## src/hw/loc_defines.svh

```systemverilog
// Offsets, field positions, reset values and command codes of the overlay block
`ifndef LOC_DEFINES_SVH
`define LOC_DEFINES_SVH

// Direct register addresses
`define LOC_OFF_OVL_CTRL   16'h8018
`define LOC_OFF_CG_LOW     16'h8019
`define LOC_OFF_CG_HIGH    16'h801A

// Overlay control fields
`define LOC_BIT_THREE_LYR  4
`define LOC_BIT_BLK3_MODE  3
`define LOC_BIT_BLK1_MODE  2
`define LOC_COMP_MSB       1
`define LOC_COMP_LSB       0
`define LOC_OVL_USED_MASK  8'h1F

// Reset values
`define LOC_RST_OVL_CTRL   8'h00
`define LOC_RST_CG_LOW     8'h00
`define LOC_RST_CG_HIGH    8'h00

// Indirect command codes
`define LOC_CMD_OVERLAY    8'hA1
`define LOC_CMD_CG_ADDR    8'hA2

`endif

```

## src/hw/loc_pkg.sv

```systemverilog
// Types shared by the overlay and character generator configuration block
package loc_pkg;

  // Composition method encodings
  typedef enum logic [1:0] {
    LOC_COMP_OR   = 2'h0,
    LOC_COMP_XOR  = 2'h1,
    LOC_COMP_AND  = 2'h2,
    LOC_COMP_RSVD = 2'h3
  } loc_comp_t;

  // Indirect parameter sequencer states
  typedef enum logic [3:0] {
    LOC_ST_IDLE  = 4'h1,
    LOC_ST_OVL   = 4'h2,
    LOC_ST_CG_LO = 4'h4,
    LOC_ST_CG_HI = 4'h8
  } loc_state_t;

endpackage

```

## src/hw/loc_overlay_char_gen_ram.sv

```systemverilog
// Layer overlay control, composition and character generator start address
// Functional notes
// - Overlay command parameter loads overlay control exactly like a direct write.
// - Bit 3 clear puts screen block 3 in text, set in graphics.
// - Bit 2 clear puts screen block 1 in text, set in graphics.
// - Bits 1-0 choose OR, XOR or AND composition.
// - Field 00: output is OR of all three layers.
// - Field 01: first XOR second, then OR third.
// - Field 10: first AND second, then OR third; 11 reserved.
// - One method per layer, shared by both blocks of a layer.
// - Text first layer excludes the third layer from the image.
// - Second layer is graphics only.
// - Third layer is graphics only.
// - Address command takes low then high byte into start registers.
// - Low register holds start address bits 7-0.
`timescale 1ns/1ps
`include "loc_defines.svh"

module loc_overlay_chargen #(
  parameter int PIX_W  = 1,
  parameter int CODE_W = 8,
  parameter int HGT_W  = 5
) (
  input  wire logic              sys_clk_i,
  input  wire logic              rst_b_i,
  input  wire logic              reg_wr_i,
  input  wire logic              reg_rd_i,
  input  wire logic [15:0]       reg_addr_i,
  input  wire logic [7:0]        reg_wdata_i,
  output logic      [7:0]        reg_rdata_o,
  input  wire logic              cmd_wr_i,
  input  wire logic [7:0]        cmd_code_i,
  input  wire logic              prm_wr_i,
  input  wire logic [7:0]        prm_data_i,
  input  wire logic [PIX_W-1:0]  first_pix_i,
  input  wire logic              first_from_blk3_i,
  input  wire logic [PIX_W-1:0]  second_pix_i,
  input  wire logic [PIX_W-1:0]  third_pix_i,
  output logic      [PIX_W-1:0]  comp_pix_o,
  input  wire logic [CODE_W-1:0] char_code_i,
  input  wire logic [HGT_W-1:0]  char_height_i,
  output logic      [15:0]       cg_addr_o,
  output logic                   blk1_graphics_o,
  output logic                   blk2_graphics_o,
  output logic                   blk3_graphics_o,
  output logic                   blk4_graphics_o,
  output logic                   three_layer_o,
  output logic                   second_text_o,
  output logic                   third_text_o
);

  //////////////////////////////////////////////////////////////////////////
  // Functions

  // Merge three layer pixels with the selected method
  function automatic logic [PIX_W-1:0] compose(
    input logic [1:0]       sel,
    input logic [PIX_W-1:0] a,
    input logic [PIX_W-1:0] b,
    input logic [PIX_W-1:0] c
  );
    logic [PIX_W-1:0] r;
    r = '0;
    case (sel)
      loc_pkg::LOC_COMP_OR:  r = a | b | c;
      loc_pkg::LOC_COMP_XOR: r = (a ^ b) | c;
      loc_pkg::LOC_COMP_AND: r = (a & b) | c;
      default:             r = a | b | c; // Reserved code falls back to OR
    endcase
    return r;
  endfunction

  //////////////////////////////////////////////////////////////////////////
  // Register state

  logic [7:0]              ovl_r, ovl_nxt;
  logic [7:0]              cg_lo_r, cg_lo_nxt;
  logic [7:0]              cg_hi_r, cg_hi_nxt;
  logic [15:0]             cg_start_r, cg_start_nxt;
  logic [7:0]              rdata_nxt;
  loc_pkg::loc_state_t     st_r, st_nxt;
  logic                    ovl_load;
  logic                    lo_load;
  logic                    hi_load;
  logic [7:0]              ovl_val;
  logic [7:0]              lo_val;
  logic [7:0]              hi_val;

  // Direct and indirect load sources
  always_comb begin
    ovl_load = 1'b0;
    lo_load  = 1'b0;
    hi_load  = 1'b0;
    ovl_val  = reg_wdata_i;
    lo_val   = reg_wdata_i;
    hi_val   = reg_wdata_i;
    st_nxt   = st_r;
    if (reg_wr_i) begin
      ovl_load = (reg_addr_i == `LOC_OFF_OVL_CTRL);
      lo_load  = (reg_addr_i == `LOC_OFF_CG_LOW);
      hi_load  = (reg_addr_i == `LOC_OFF_CG_HIGH);
    end
    if (cmd_wr_i) begin
      if (cmd_code_i == `LOC_CMD_OVERLAY) begin
        st_nxt = loc_pkg::LOC_ST_OVL;
      end else if (cmd_code_i == `LOC_CMD_CG_ADDR) begin
        st_nxt = loc_pkg::LOC_ST_CG_LO;
      end else begin
        st_nxt = loc_pkg::LOC_ST_IDLE;
      end
    end else if (prm_wr_i) begin
      case (st_r)
        loc_pkg::LOC_ST_OVL: begin
          ovl_load = 1'b1;
          ovl_val  = prm_data_i;
          st_nxt   = loc_pkg::LOC_ST_IDLE;
        end
        loc_pkg::LOC_ST_CG_LO: begin
          lo_load = 1'b1;
          lo_val  = prm_data_i;
          st_nxt  = loc_pkg::LOC_ST_CG_HI;
        end
        loc_pkg::LOC_ST_CG_HI: begin
          hi_load = 1'b1;
          hi_val  = prm_data_i;
          st_nxt  = loc_pkg::LOC_ST_IDLE;
        end
        loc_pkg::LOC_ST_IDLE: st_nxt = loc_pkg::LOC_ST_IDLE;
        default:              st_nxt = loc_pkg::LOC_ST_IDLE;
      endcase
    end
  end

  // Next register values
  always_comb begin
    ovl_nxt      = ovl_r;
    cg_lo_nxt    = cg_lo_r;
    cg_hi_nxt    = cg_hi_r;
    cg_start_nxt = cg_start_r;
    if (ovl_load) begin
      ovl_nxt = ovl_val & `LOC_OVL_USED_MASK;
    end
    if (lo_load) begin
      cg_lo_nxt = lo_val;
    end
    if (hi_load) begin
      cg_hi_nxt    = hi_val;
      cg_start_nxt = {hi_val, lo_load ? lo_val : cg_lo_r};
    end
    rdata_nxt = 8'h00;
    if (reg_rd_i) begin
      case (reg_addr_i)
        `LOC_OFF_OVL_CTRL: rdata_nxt = ovl_r;
        `LOC_OFF_CG_LOW:   rdata_nxt = cg_lo_r;
        `LOC_OFF_CG_HIGH:  rdata_nxt = cg_hi_r;
        default:           rdata_nxt = 8'h00;
      endcase
    end
  end

  // Register update
  always_ff @(posedge sys_clk_i or negedge rst_b_i) begin
    if (!rst_b_i) begin
      ovl_r       <= `LOC_RST_OVL_CTRL;
      cg_lo_r     <= `LOC_RST_CG_LOW;
      cg_hi_r     <= `LOC_RST_CG_HIGH;
      cg_start_r  <= {`LOC_RST_CG_HIGH, `LOC_RST_CG_LOW};
      st_r        <= loc_pkg::LOC_ST_IDLE;
      reg_rdata_o <= 8'h00;
    end else begin
      ovl_r       <= ovl_nxt;
      cg_lo_r     <= cg_lo_nxt;
      cg_hi_r     <= cg_hi_nxt;
      cg_start_r  <= cg_start_nxt;
      st_r        <= st_nxt;
      reg_rdata_o <= rdata_nxt;
    end
  end

  //////////////////////////////////////////////////////////////////////////
  // Mode decode

  logic       first_text;
  logic       use_third;
  logic [1:0] comp_sel;

  assign blk1_graphics_o = ovl_r[`LOC_BIT_BLK1_MODE];
  assign blk3_graphics_o = ovl_r[`LOC_BIT_BLK3_MODE];
  assign blk2_graphics_o = 1'b1;
  assign blk4_graphics_o = 1'b1;
  assign three_layer_o   = ovl_r[`LOC_BIT_THREE_LYR];
  assign second_text_o   = 1'b0;
  assign third_text_o    = 1'b0;
  // one method for the whole layer
  assign comp_sel        = ovl_r[`LOC_COMP_MSB:`LOC_COMP_LSB];
  assign first_text = first_from_blk3_i ? !ovl_r[`LOC_BIT_BLK3_MODE]
                                        : !ovl_r[`LOC_BIT_BLK1_MODE];
  // text first layer drops third layer
  assign use_third  = ovl_r[`LOC_BIT_THREE_LYR] && !first_text;

  //////////////////////////////////////////////////////////////////////////
  // Pixel composition and pattern address

  logic [PIX_W-1:0] comp_nxt;
  logic [15:0]      cg_addr_nxt;
  logic [15:0]      prod;

  always_comb begin
    comp_nxt    = compose(comp_sel, first_pix_i, second_pix_i,
                          use_third ? third_pix_i : {PIX_W{1'b0}});
    prod        = 16'(char_code_i * char_height_i);
    cg_addr_nxt = 16'(prod + cg_start_r);
  end

  // Output registers
  always_ff @(posedge sys_clk_i or negedge rst_b_i) begin
    if (!rst_b_i) begin
      comp_pix_o <= '0;
      cg_addr_o  <= 16'h0000;
    end else begin
      comp_pix_o <= comp_nxt;
      cg_addr_o  <= cg_addr_nxt;
    end
  end

  //////////////////////////////////////////////////////////////////////////
  // Assertions

  a_ovl_cmd_load : assert property (@(posedge sys_clk_i)
    disable iff (!rst_b_i) st_r == loc_pkg::LOC_ST_OVL && prm_wr_i &&
    !cmd_wr_i |=> ovl_r == ($past(prm_data_i) & `LOC_OVL_USED_MASK))
    else $error("overlay parameter not loaded");

  a_blk3_mode : assert property (@(posedge sys_clk_i)
    disable iff (!rst_b_i) blk3_graphics_o == ovl_r[3])
    else $error("block 3 mode mismatch");

  a_blk1_mode : assert property (@(posedge sys_clk_i)
    disable iff (!rst_b_i) blk1_graphics_o == ovl_r[2])
    else $error("block 1 mode mismatch");

  a_even_blk_graphics : assert property (@(posedge sys_clk_i)
    disable iff (!rst_b_i)
    blk2_graphics_o && blk4_graphics_o && !second_text_o && !third_text_o)
    else $error("blocks 2 and 4 not graphics");

  a_or_compose : assert property (@(posedge sys_clk_i)
    disable iff (!rst_b_i) (comp_sel == 2'h0 && use_third) |=> comp_pix_o ==
    ($past(first_pix_i) | $past(second_pix_i) | $past(third_pix_i)))
    else $error("OR composition wrong");

  a_xor_compose : assert property (@(posedge sys_clk_i)
    disable iff (!rst_b_i) (comp_sel == 2'h1 && !use_third) |=>
    comp_pix_o == ($past(first_pix_i) ^ $past(second_pix_i)))
    else $error("XOR composition wrong");

  a_and_compose : assert property (@(posedge sys_clk_i)
    disable iff (!rst_b_i) (comp_sel == 2'h2 && use_third) |=> comp_pix_o ==
    (($past(first_pix_i) & $past(second_pix_i)) | $past(third_pix_i)))
    else $error("AND composition wrong");

  a_text_no_third : assert property (@(posedge sys_clk_i)
    disable iff (!rst_b_i) (!first_from_blk3_i && !ovl_r[2]) |-> !use_third)
    else $error("third layer used with text");

  a_cg_high_commit : assert property (@(posedge sys_clk_i)
    disable iff (!rst_b_i)
    (lo_load && !hi_load) |=> cg_start_r == $past(cg_start_r))
    else $error("start changed on low write");

  a_cg_addr_calc : assert property (@(posedge sys_clk_i)
    disable iff (!rst_b_i) !hi_load |=> cg_addr_o ==
    16'($past(char_code_i) * $past(char_height_i) + cg_start_r))
    else $error("pattern address wrong");

endmodule

```

## config.mk

```make
export PLATFORM = sky130hd
export DESIGN_NAME = loc_overlay_chargen
export DESIGN_NICKNAME = d
export VERILOG_FILES = /design/src/hw/loc_pkg.sv /design/src/hw/loc_overlay_char_gen_ram.sv
export VERILOG_INCLUDE_DIRS = /design/src /design/src/hw
export SDC_FILE = /design/constraint.sdc
export NUM_CORES = 1
export LEC_CHECK = 0
export BUFFER_PORTS_ARGS = -buffer_cell sky130_fd_sc_hd__buf_2
export CAP_MARGIN = 20
export CORE_MARGIN = 4
export CORE_UTILIZATION = 40
export CTS_BUF_LIST = sky130_fd_sc_hd__clkbuf_8
export DETAILED_ROUTE_END_ITERATION = 7
export SYNTH_ARGS = -nofsm -noshare
export SYNTH_HDL_FRONTEND = slang
export SYNTH_SLANG_ARGS = --single-unit
```

## constraint.sdc

```tcl
create_clock -name sys_clk_i -period 4.8 [get_ports sys_clk_i]
set_input_delay 0.72 -clock sys_clk_i [delete_from_list [all_inputs] [get_ports sys_clk_i]]
set_output_delay 0.72 -clock sys_clk_i [all_outputs]
set_load 0.005 [all_outputs]
```

# == Yosys cells after proc, flatten, opt, wreduce, memory -nomap -nowiden ==
# Index checks and enable logic that the tools add are counted.
# op_classes
add_sub_neg,1
mul,1
n_eq_ne,10
muxes,32
n_bitwise,6
n_reduce_logical,5
# op_table
cell,n
2-to-1 mux 8 bit,8
equality test 16 bit (second input constant),3
case mux 8 bit (3 select lines),1
adder 13 x 16 -> 16 bit,1
equality test 8 bit (second input constant),2
2-to-1 mux 5 bit,3
2-to-1 mux 1 bit,14
multiplier 8 x 5 -> 13 bit,1
2-to-1 mux 4 bit,3
2-to-1 mux 3 bit,2
equality test 4 x 2 -> 1 bit (second input constant),1
equality test 4 x 3 -> 1 bit (second input constant),1
equality test 4 bit (second input constant),1
bitwise OR 1 bit,4
logical NOT 1 bit,3
equality test 2 x 1 -> 1 bit (second input constant),1
equality test 2 bit (second input constant),1
case mux 1 bit (2 select lines),1
nonzero test 2 bit,1
bitwise AND 1 bit,1
logical AND 1 bit,1
XOR 1 bit,1
# word_totals
register_bits,66
inputBits,63

# == Depth between registers and ports, before layout ==
# Gate-level depths: netlist of the first run.
# depth
ltp_word,7
ltp_mapped,13

# == Least setup slack after synthesis of the first run ==
# No wires, ideal clock.
# synth_timing
path_type,input to register
start,input port char_height_i[2]
end,register cg_addr_o[14]
setup_ns,0.124
arrival_ns,3.945
setup_slack_ns,0.731
cell_stages,11
n_path_buf,0
path_cell_list,and2_1 > fa_1 > fa_1 > inv_1 > fa_1 > inv_1 > ha_1 > and3_1 > a221oi_1 > o21ai_1 > a211o_1
# synth_between
elab_chain_cells,2
# synth_rtl
item,line,text
start: declaration,loc_overlay_char_gen_ram.sv:41,"input wire logic [HGT_W-1:0] char_height_i,"
multiplier 8 x 5 -> 13 bit,loc_overlay_char_gen_ram.sv:211,prod = 16'(char_code_i * char_height_i);
adder 13 x 16 -> 16 bit,loc_overlay_char_gen_ram.sv:212,cg_addr_nxt = 16'(prod + cg_start_r);
net cg_addr_nxt[14],loc_overlay_char_gen_ram.sv:205,logic [15:0] cg_addr_nxt;
end signal: assignment,loc_overlay_char_gen_ram.sv:222,cg_addr_o <= cg_addr_nxt;
end: declaration,loc_overlay_char_gen_ram.sv:42,"output logic [15:0] cg_addr_o,"
# The timed path passes the listed nets, and every way through them passes these cells.
# A chain may end at the register's enable or synchronous reset.

# == Worst setup path after layout of the first run ==
# layout_timing
start,input port char_height_i[2]
end,register cg_addr_o[15]
# The elaborated chain is that of the path after synthesis.

==> flow_summary.json, run 1 <==
{
  "wl_um": 10540,
  "clk-insertion-delay-late_ns": 0.33,
  "synthArstFlopShare": 1.000,
  "critPathCaptureType": "flip-flop",
  "synth_top_family_by_area": "simple AND/OR/NAND/NOR gates",
  "path_max_fanout": 8,
  "rows": 37,
  "final_util": 0.4874,
  "r2r_start": "cg_start_r[6]",
  "start_util": 0.4164,
  "power_density_nw_per_um2": 285.9,
  "synth_top_cells_by_count": "57 x dfrtp_1, 50 x inv_1, 39 x nor2_1",
  "synthFlopType": "dfrtp_1",
  "ys_seq_elements": 58,
  "area_growth_pct": 17.06,
  "track_usage": 0.1720,
  "dr.pass1.iters": 4,
  "groute.layer.met1.usage": 0.2301,
  "busiest_layer": "met2",
  "synth_most_common_cell": "dfrtp_1",
  "cap_violations": 0,
  "synth_seq_area_share": 0.3334,
  "post_cts_buffers": 0,
  "nets": 654,
  "skew_ns": 0.007977,
  "ctsHoldBuffers": 0,
  "synth_cells": 447,
  "grt_pass1_vias": 3554,
  "grt_util_met3": 0.03073,
  "yosys.area.top_type": "dfrtp_1",
  "cts_buffers": 9,
  "crit_required_ns": 5.01,
  "setup_tns_ns": 0,
  "setup_viol": 0,
  "reg2regPathDepth": 13,
  "post-route-period-util": 0.8342,
  "placedCellCount": 660,
  "hold_viol": 0,
  "yosysWarningCount": 0,
  "die_h_um": 112.4,
  "p_leak_nw": 2.576,
  "cts_tree": "yes",
  "routedWlPerCell_um": 15.59,
  "stdcell_count": 676,
  "grt_max_degree": 40,
  "synth_simple_gate_area_frac": 0.2119,
  "worstMarginPinSlew_ns": 1.022,
  "crit_type": "in2reg",
  "synth_mux_area_frac": 0.05543,
  "num_vias": 3468,
  "diodes": 0,
  "synth_area_leaders": "dfrtp_1 33%, fa_1 13%, ha_1 7.8%",
  "dieArea_um2": 12630,
  "yosysTopAreaCellShare": 0.3274,
  "slew_headroom": 0.3172,
  "place_hpwl_um": 8383,
  "critPathArrivalTime_ns": 4.22,
  "cts.sinks": 58,
  "final-max-slew-violation-count": 0,
  "drt_iter0_drc": 147,
  "core_region_area_um2": 10460,
  "drive_above_1_share": 0.2444,
  "r2r_slack_ns": 1.03,
  "synth-compound-area-share": 0.1017,
  "rsz0062_at_grt": "false",
  "synthXorXnorAreaFrac": 0.01809,
  "clock-root-buffer": "clkbuf_8",
  "start_kind": "input port",
  "gr-usage-met2": 0.2833,
  "fmax_mhz": 249.7,
  "die_w_um": 112.4,
  "clk_pin_slew_ns": 0.07,
  "numPortBuffers": 90,
  "synth_area_um2": 4357,
  "grt_overflow": 0,
  "io_pins": 95,
  "drc_errors": 0,
  "period_needed_ns": 4.004,
  "r2r-end": "cg_addr_o[14]",
  "p_total_mw": 1.458,
  "synthDistinctLibCells": 51,
  "synth_enable_flop_cells": 0,
  "post_drt_via_cell_ratio": 5.130,
  "place_congestion": 0.8278,
  "cts_max_path_buffers": 2,
  "ant_nets": 0,
  "syn_avg_cell_area_um2": 9.746,
  "status": "completed",
  "htreeDepth": 3,
  "grt_pass1_wl_um": 17570,
  "ctsResizeCount": 0,
  "hp-class": "in2async",
  "synthAdderAreaFrac": 0.2108,
  "peakVddDrop_mv": 0.1328,
  "antenna_found_initial": 0
}
state kept, by name (all words and copies together), names as in the netlist:
name / cells
cg_addr_o: 16
cg_hi_r: 8
cg_lo_r: 8
cg_start_r: 8
reg_rdata_o: 8
ovl_r: 5
st_r: 4
comp_pix_o: 1
report_power, final:
part | internal (mW) | leakage [nW] | switching [mW]
combinational | 0.193 | 1.72 | 0.247
clock | 0.254 | 0.0945 | 0.215
sequential | 0.536 | 0.763 | 0.0135
total | 0.983 | 2.58 | 0.475
cell type report:
type	instances	area, um^2
timing repair buffer	92	465.4
fill	1036	5363
multi-input combinational	324	2620
inverter	50	187.7
clock inverter	6	66.31
tap	136	170.2
sequential	58	1453
clock buffer	10	137.6
kinds of logic (layout without fill, tap and decap cells):
family	after synthesis	in the layout
and+or+nand+nor	163	163
AOI/OAI and AO/OA	69	69
buffers and inverters	67	158
DFF	58	58
adders and majority gates	56	56
muxes	23	23
xor gates and xnor gates	9	9
other	2	4
worst max-delay path, cell delays in order:
cell and delay [ns]:
buf_2 0.15, and2_1 0.18, fa_1 0.50, fa_1 0.55, inv_1 0.06, fa_1 0.53, inv_1 0.04, ha_1 0.37
and4_1 0.23, a21oi_1 0.25, nand3_1 0.16, and3_1 0.17, a311o_1 0.31
through the flow:
stage	instance area [um^2]	hold WS (ns)	setup WS (ns)
after floorplan	4364	0.4244	0.7308
after global placement	4896	0.4954	0.4702
after detailed placement	4896	0.4978	0.4609
after CTS	5100	0.3351	0.8207
after global routing	5100	0.3541	0.5867
final	5100	0.3305	0.7958
placed cells by master, fill, tap and decap left out, types with 3 or more instances in the layout:
| cell type | instances |
|---|---|
| buf_2 | 90 |
| nor4b_1 | 9 |
| nor3_2 | 8 |
| o21ai_0 | 5 |
| clkinvlp_4 | 3 |
| ha_1 | 27 |
| o31ai_2 | 3 |
| a21o_1 | 6 |
| dfrtp_1 | 57 |
| xnor2_1 | 7 |
| a22oi_1 | 3 |
| mux2i_1 | 14 |
| nor2_1 | 39 |
| o31ai_1 | 5 |
| nand2_1 | 26 |
| conb_1 | 4 |
| inv_1 | 50 |
| fa_1 | 29 |
| nor3b_1 | 3 |
| or3_1 | 8 |
| nor3_1 | 14 |
| nand3_1 | 8 |
| mux2_2 | 9 |
| clkbuf_8 | 10 |
| a21oi_1 | 34 |
| and2_1 | 29 |
| nand2b_1 | 4 |
worst max-delay path by stage:
stage,start,endpoint,slack (ns),cells after the start
floorplan,char_height_i[2],cg_addr_o[14],0.73,11
global placement,char_height_i[2],cg_addr_o[14],0.47,13
detailed placement,char_height_i[2],cg_addr_o[15],0.46,13
CTS,char_height_i[2],cg_addr_o[15],0.82,13
global route,char_height_i[2],cg_addr_o[12],0.59,14
finish,char_height_i[2],cg_addr_o[15],0.80,13
routing by layer:
layer	vias up	part of all wire
met5	-	0
met4	0	0.020
met3	15	0.041
met2	71	0.48
met1	1695	0.46
li1	1687	-
No activity file was read; power rests on OpenSTA's default activity.
==> run 2: changes to the inputs <==
Clock period 4.8 ns to 3.86 ns, I/O delays scaled along.
==> flow_summary.json, run 2 (synthesized netlist as in run 1, its figures left out) <==
{
  "status": "completed",
  "final_cell_mix": "90 x buf_2, 57 x dfrtp_1, 51 x inv_1, 39 x nor2_1, 33 x a21oi_1",
  "grt_max_degree": 35,
  "place_hpwl_um": 8820,
  "drive_above_1_share": 0.2822,
  "critPathArrivalTime_ns": 3.90,
  "antenna_found_initial": 0,
  "critical_path.slowest_cell": "fa_1",
  "hp-class": "in2async",
  "internal_power_mw": 1.341,
  "skew_ns": 0.009031,
  "die_h_um": 112.4,
  "crit_type": "in2reg",
  "dpl_cell_area_um2": 5105,
  "period_needed_ns": 3.674,
  "largest-register": "cg_addr_o",
  "cts_tree": "yes",
  "post-route-period-util": 0.9518,
  "worst_path_dominant_cell_family": "adder cells",
  "wl_um": 11200,
  "crit_required_ns": 4.08,
  "ant_nets": 0,
  "worstMarginPinSlew_ns": 1.098,
  "final_common_cell": "buf_2",
  "setup_tns_ns": 0,
  "path_max_fanout": 7,
  "fmax_mhz": 272.2,
  "post_drt_via_cell_ratio": 5.083,
  "num_vias": 3573,
  "dr.pass1.iters": 4,
  "grt_overflow": 0,
  "routedWlPerCell_um": 15.93,
  "crit_path_cell_trace": "buf_2 > nand2_1 > fa_1 > inv_1 > fa_1 > inv_1 > fa_1 > inv_1 > ha_1 > a21o_1 > a221oi_2 > o21ai_1 > a211o_1",
  "cts_max_path_buffers": 2,
  "p_leak_nw": 2.730,
  "clock-root-buffer": "clkbuf_8",
  "htreeDepth": 3,
  "clk_pin_slew_ns": 0.08,
  "final_util": 0.5092,
  "rsz0062_at_grt": "false",
  "start_util": 0.4164,
  "drt_iter0_drc": 161,
  "slew_headroom": 0.2664,
  "start_kind": "input port",
  "place_congestion": 0.9268,
  "filler_cell_count": 1017,
  "cap_violations": 0,
  "timing.critical_path.buf_inv": 4,
  "p_sw_frac": 0.3130,
  "drc_errors": 0,
  "finalInstanceArea_um2": 5328,
  "seq_area_um2": 1453,
  "nets": 681,
  "diodes": 0,
  "numPortBuffers": 90,
  "p_clk_frac": 0.329,
  "seq_power_share": 0.350,
  "final-max-slew-violation-count": 0,
  "clk-insertion-delay-late_ns": 0.34,
  "critPathCaptureType": "flip-flop",
  "cts.sinks": 58,
  "combPwrFrac": 0.321,
  "cts_buffers": 9,
  "rows": 37,
  "dieArea_um2": 12630,
  "peakVddDrop_mv": 0.1847,
  "power_density_nw_per_um2": 366.3,
  "stdcell_count": 703,
  "hold_viol": 0,
  "die_w_um": 112.4,
  "track_usage": 0.1889,
  "io_pins": 95,
  "grt_pass1_vias": 3867,
  "largest_register_ffs": 16,
  "p_sw_mw": 0.6107,
  "grt_pass1_wl_um": 19200,
  "setup_viol": 0,
  "area_growth_pct": 22.29,
  "multi_input_area_um2": 2630,
  "placedCellCount": 687,
  "post_cts_buffers": 0,
  "core_region_area_um2": 10460,
  "slowest_delay_ns": 0.52
}
run 2: worst paths after layout:
| path | startpoint | end | slack, ns | cells past startpoint |
|---|---|---|---|---|
| setup / recovery | char_height_i[1] | cg_addr_o[14] | 0.19 | 13 |
| hold / removal | rst_b_i | reg_rdata_o[3] | 0.25 | 1 |
| setup reg to reg | cg_start_r[6] | cg_addr_o[14] | 0.20 | 12 |
| hold reg to reg | cg_start_r[4] | cg_start_r[4] | 0.52 | 1 |
| max in group asynchronous | rst_b_i | st_r[0] | 2.68 | 2 |
| min in group sys_clk_i | cmd_wr_i | st_r[3] | 0.44 | 2 |
run 2: final cells by class:
type | count | area share
multi-input combinational | 324 | 0.4937
sequential | 58 | 0.2727
timing repair buffer | 119 | 0.1254
inverter | 50 | 0.03523
tap | 136 | 0.03194
clock buffer | 10 | 0.02583
clock inverter | 6 | 0.01527
run 2: power groups by stage:
| stage | clock [mW] | combinational (mW) | sequential, mW |
|---|---|---|---|
| after floorplan | 0 | 0.343 | 0.703 |
| after detailed placement | 0 | 0.622 | 0.695 |
| after global placement | 0 | 0.616 | 0.692 |
| final | 0.642 | 0.626 | 0.683 |
| after CTS | 0.659 | 0.631 | 0.685 |
| after global routing | 0.687 | 0.712 | 0.689 |
run 2: stage by stage:
step | hold slack [ns] | worst slack [ns] | power [mW]
after global placement | 0.4915 | -0.1475 | 1.308
after detailed placement | 0.4984 | -0.2215 | 1.317
final | 0.2493 | 0.1860 | 1.951
after floorplan | 0.2834 | 0.07561 | 1.046
after CTS | 0.2656 | 0.1525 | 1.975
after global routing | 0.2901 | 0.02272 | 2.089
run 2: metal layers:
| layer | track usage | part of all wire |
|---|---|---|
| met1 | 0.2606 | 0.47 |
| met2 | 0.3075 | 0.48 |
| met3 | 0.03504 | 0.037 |
| met4 | 0.04888 | 0.0099 |
| met5 | 0 | 0 |
run 2: what timing repair did:
item / 4_1_cts / 5_1_grt
gates resized for setup: 0 / 1
hold buffers: 0 / 0
endpoints found under the setup margin: 0 / 1
==> run 3: changes to the inputs <==
Settings changed: GPL_TIMING_DRIVEN set to 0.
==> flow_summary.json, run 3 (synthesized netlist as in run 1, its figures left out) <==
{
  "status": "completed",
  "start_util": 0.4164,
  "crit_path_start": "char_height_i[0]",
  "wl_um": 10550,
  "rsz0062_at_grt": "false",
  "crit_path_cell_trace": "buf_2 > nand2_1 > fa_1 > inv_1 > fa_1 > inv_1 > fa_1 > inv_1 > ha_2 > a21o_1 > a221oi_4 > o21ai_2 > a211o_1",
  "dp_slack_ns": -0.4287,
  "htreeDepth": 3,
  "final_cell_mix": "93 x buf_2, 57 x dfrtp_1, 52 x inv_1, 39 x nor2_1, 32 x a21oi_1",
  "start_kind": "input port",
  "ant_nets": 0,
  "p_leak_nw": 2.663,
  "critPathCaptureType": "flip-flop",
  "setup_tns_ns": 0,
  "final_common_cell": "buf_2",
  "drive_above_1_share": 0.2649,
  "diodes": 0,
  "io_pins": 95,
  "dr.pass1.iters": 6,
  "crit_type": "in2reg",
  "worstMarginPinSlew_ns": 0.6426,
  "grt_max_degree": 32,
  "largest_register_ffs": 16,
  "nets": 669,
  "drt_iter0_drc": 199,
  "largest-register": "cg_addr_o",
  "track_usage": 0.1717,
  "place_congestion": 0.8101,
  "die_h_um": 112.4,
  "core_region_area_um2": 10460,
  "fmax_mhz": 268.5,
  "post-route-period-util": 0.9650,
  "slowest_delay_ns": 0.53,
  "cts_tree": "yes",
  "grt_overflow": 0,
  "cts.sinks": 58,
  "grt_pass1_wl_um": 17670,
  "hold_viol": 0,
  "clk_pin_slew_ns": 0.08,
  "critical_path.slowest_cell": "fa_1",
  "numPortBuffers": 88,
  "grt_pass1_vias": 3656,
  "clock-root-buffer": "clkbuf_8",
  "critPathArrivalTime_ns": 3.94,
  "routedWlPerCell_um": 15.27,
  "setup_viol": 0,
  "post_drt_via_cell_ratio": 5.136,
  "crit_required_ns": 4.08,
  "r2r_start": "cg_start_r[6]",
  "drc_errors": 0,
  "timing.critical_path.buf_inv": 4,
  "antenna_found_initial": 0,
  "rows": 37,
  "skew_ns": 0.01405,
  "period_needed_ns": 3.725,
  "num_vias": 3549,
  "hp-class": "in2async",
  "ctsHoldBuffers": 0,
  "clk-insertion-delay-late_ns": 0.34,
  "cts_max_path_buffers": 2,
  "die_w_um": 112.4,
  "power_density_nw_per_um2": 354.1,
  "peakVddDrop_mv": 0.1637,
  "cap_violations": 0,
  "area_growth_pct": 20.74,
  "slew_headroom": 0.5716,
  "place_hpwl_um": 8453,
  "final-max-slew-violation-count": 0,
  "worst_path_dominant_cell_family": "adder cells",
  "dieArea_um2": 12630,
  "fin_ws_ns": 0.1349,
  "cts_buffers": 9,
  "path_max_fanout": 8,
  "filler_cell_count": 1033
}
-- run 3: cell count changes in the layout (fill, tap and decap cells not counted), sizes merged --
cell and change:
buf -16, clkbuf +3, clkinv -1, clkinvlp +1, inv +1
-- run 3: layer usage --
metal  track usage  wire length (um)
met1        0.2374              4535
met2        0.2817              5290
met3       0.03396               623
met4       0.03606               102
met5             0                 0
-- run 3: metrics by stage --
stage               instance area (um^2)  total power, mW  utilization  hold WS (ns)  cells
CTS                                 5231            1.875       0.5000        0.2793    690
global placement                    4981            1.232       0.4761        0.4961    673
detailed placement                  5001            1.240       0.4780        0.4999    674
floorplan                           4370            1.046            -        0.2834    449
finish                              5260            1.863       0.5028        0.2566    691
global route                        5260            2.007       0.5028        0.3152    691
-- run 3: cell type report --
class	instances	area (um^2)	share of cell area
multi-input combinational	324	2666	0.5069
sequential	58	1453	0.2762
timing repair buffer	90	467.9	0.08896
inverter	50	187.7	0.03568
tap	136	170.2	0.03235
clock buffer	9	123.9	0.02355
buffer	17	103.9	0.01974
clock inverter	7	87.58	0.01665
-- run 3: worst register-to-register path, delay by kind of cell (launching register included) --
kind | cells | cell delay (ns)
AO/OA/AOI/OAI | 4 | 1.05
adder cells (fa/ha/maj) | 4 | 1.92
buffers and inverters | 4 | 0.23
flip-flops | 1 | 0.34
-- run 3: worst paths after layout --
| path | end | slack (ns) | cells after the start |
|---|---|---|---|
| worst max-delay path | cg_addr_o[14] | 0.13 | 13 |
| worst min-delay path | reg_rdata_o[1] | 0.26 | 1 |
| worst max register to register | cg_addr_o[14] | 0.21 | 12 |
| worst min register to register | st_r[2] | 0.51 | 2 |
| max in group asynchronous | st_r[0] | 2.93 | 2 |
| min in group sys_clk_i | st_r[3] | 0.46 | 2 |
-- run 3: power by group --
group / leakage [nW] / switching [mW] / internal [mW]
combinational: 1.79 / 0.319 / 0.257
clock: 0.108 / 0.250 / 0.358
sequential: 0.763 / 0.0131 / 0.667
-- run 3: what timing repair did --
item | in CTS | in global routing
resized for setup | 3 | 5
pin swaps | 0 | 4
buffers inserted | 0 | 1
endpoints found under the setup margin | 3 | 4
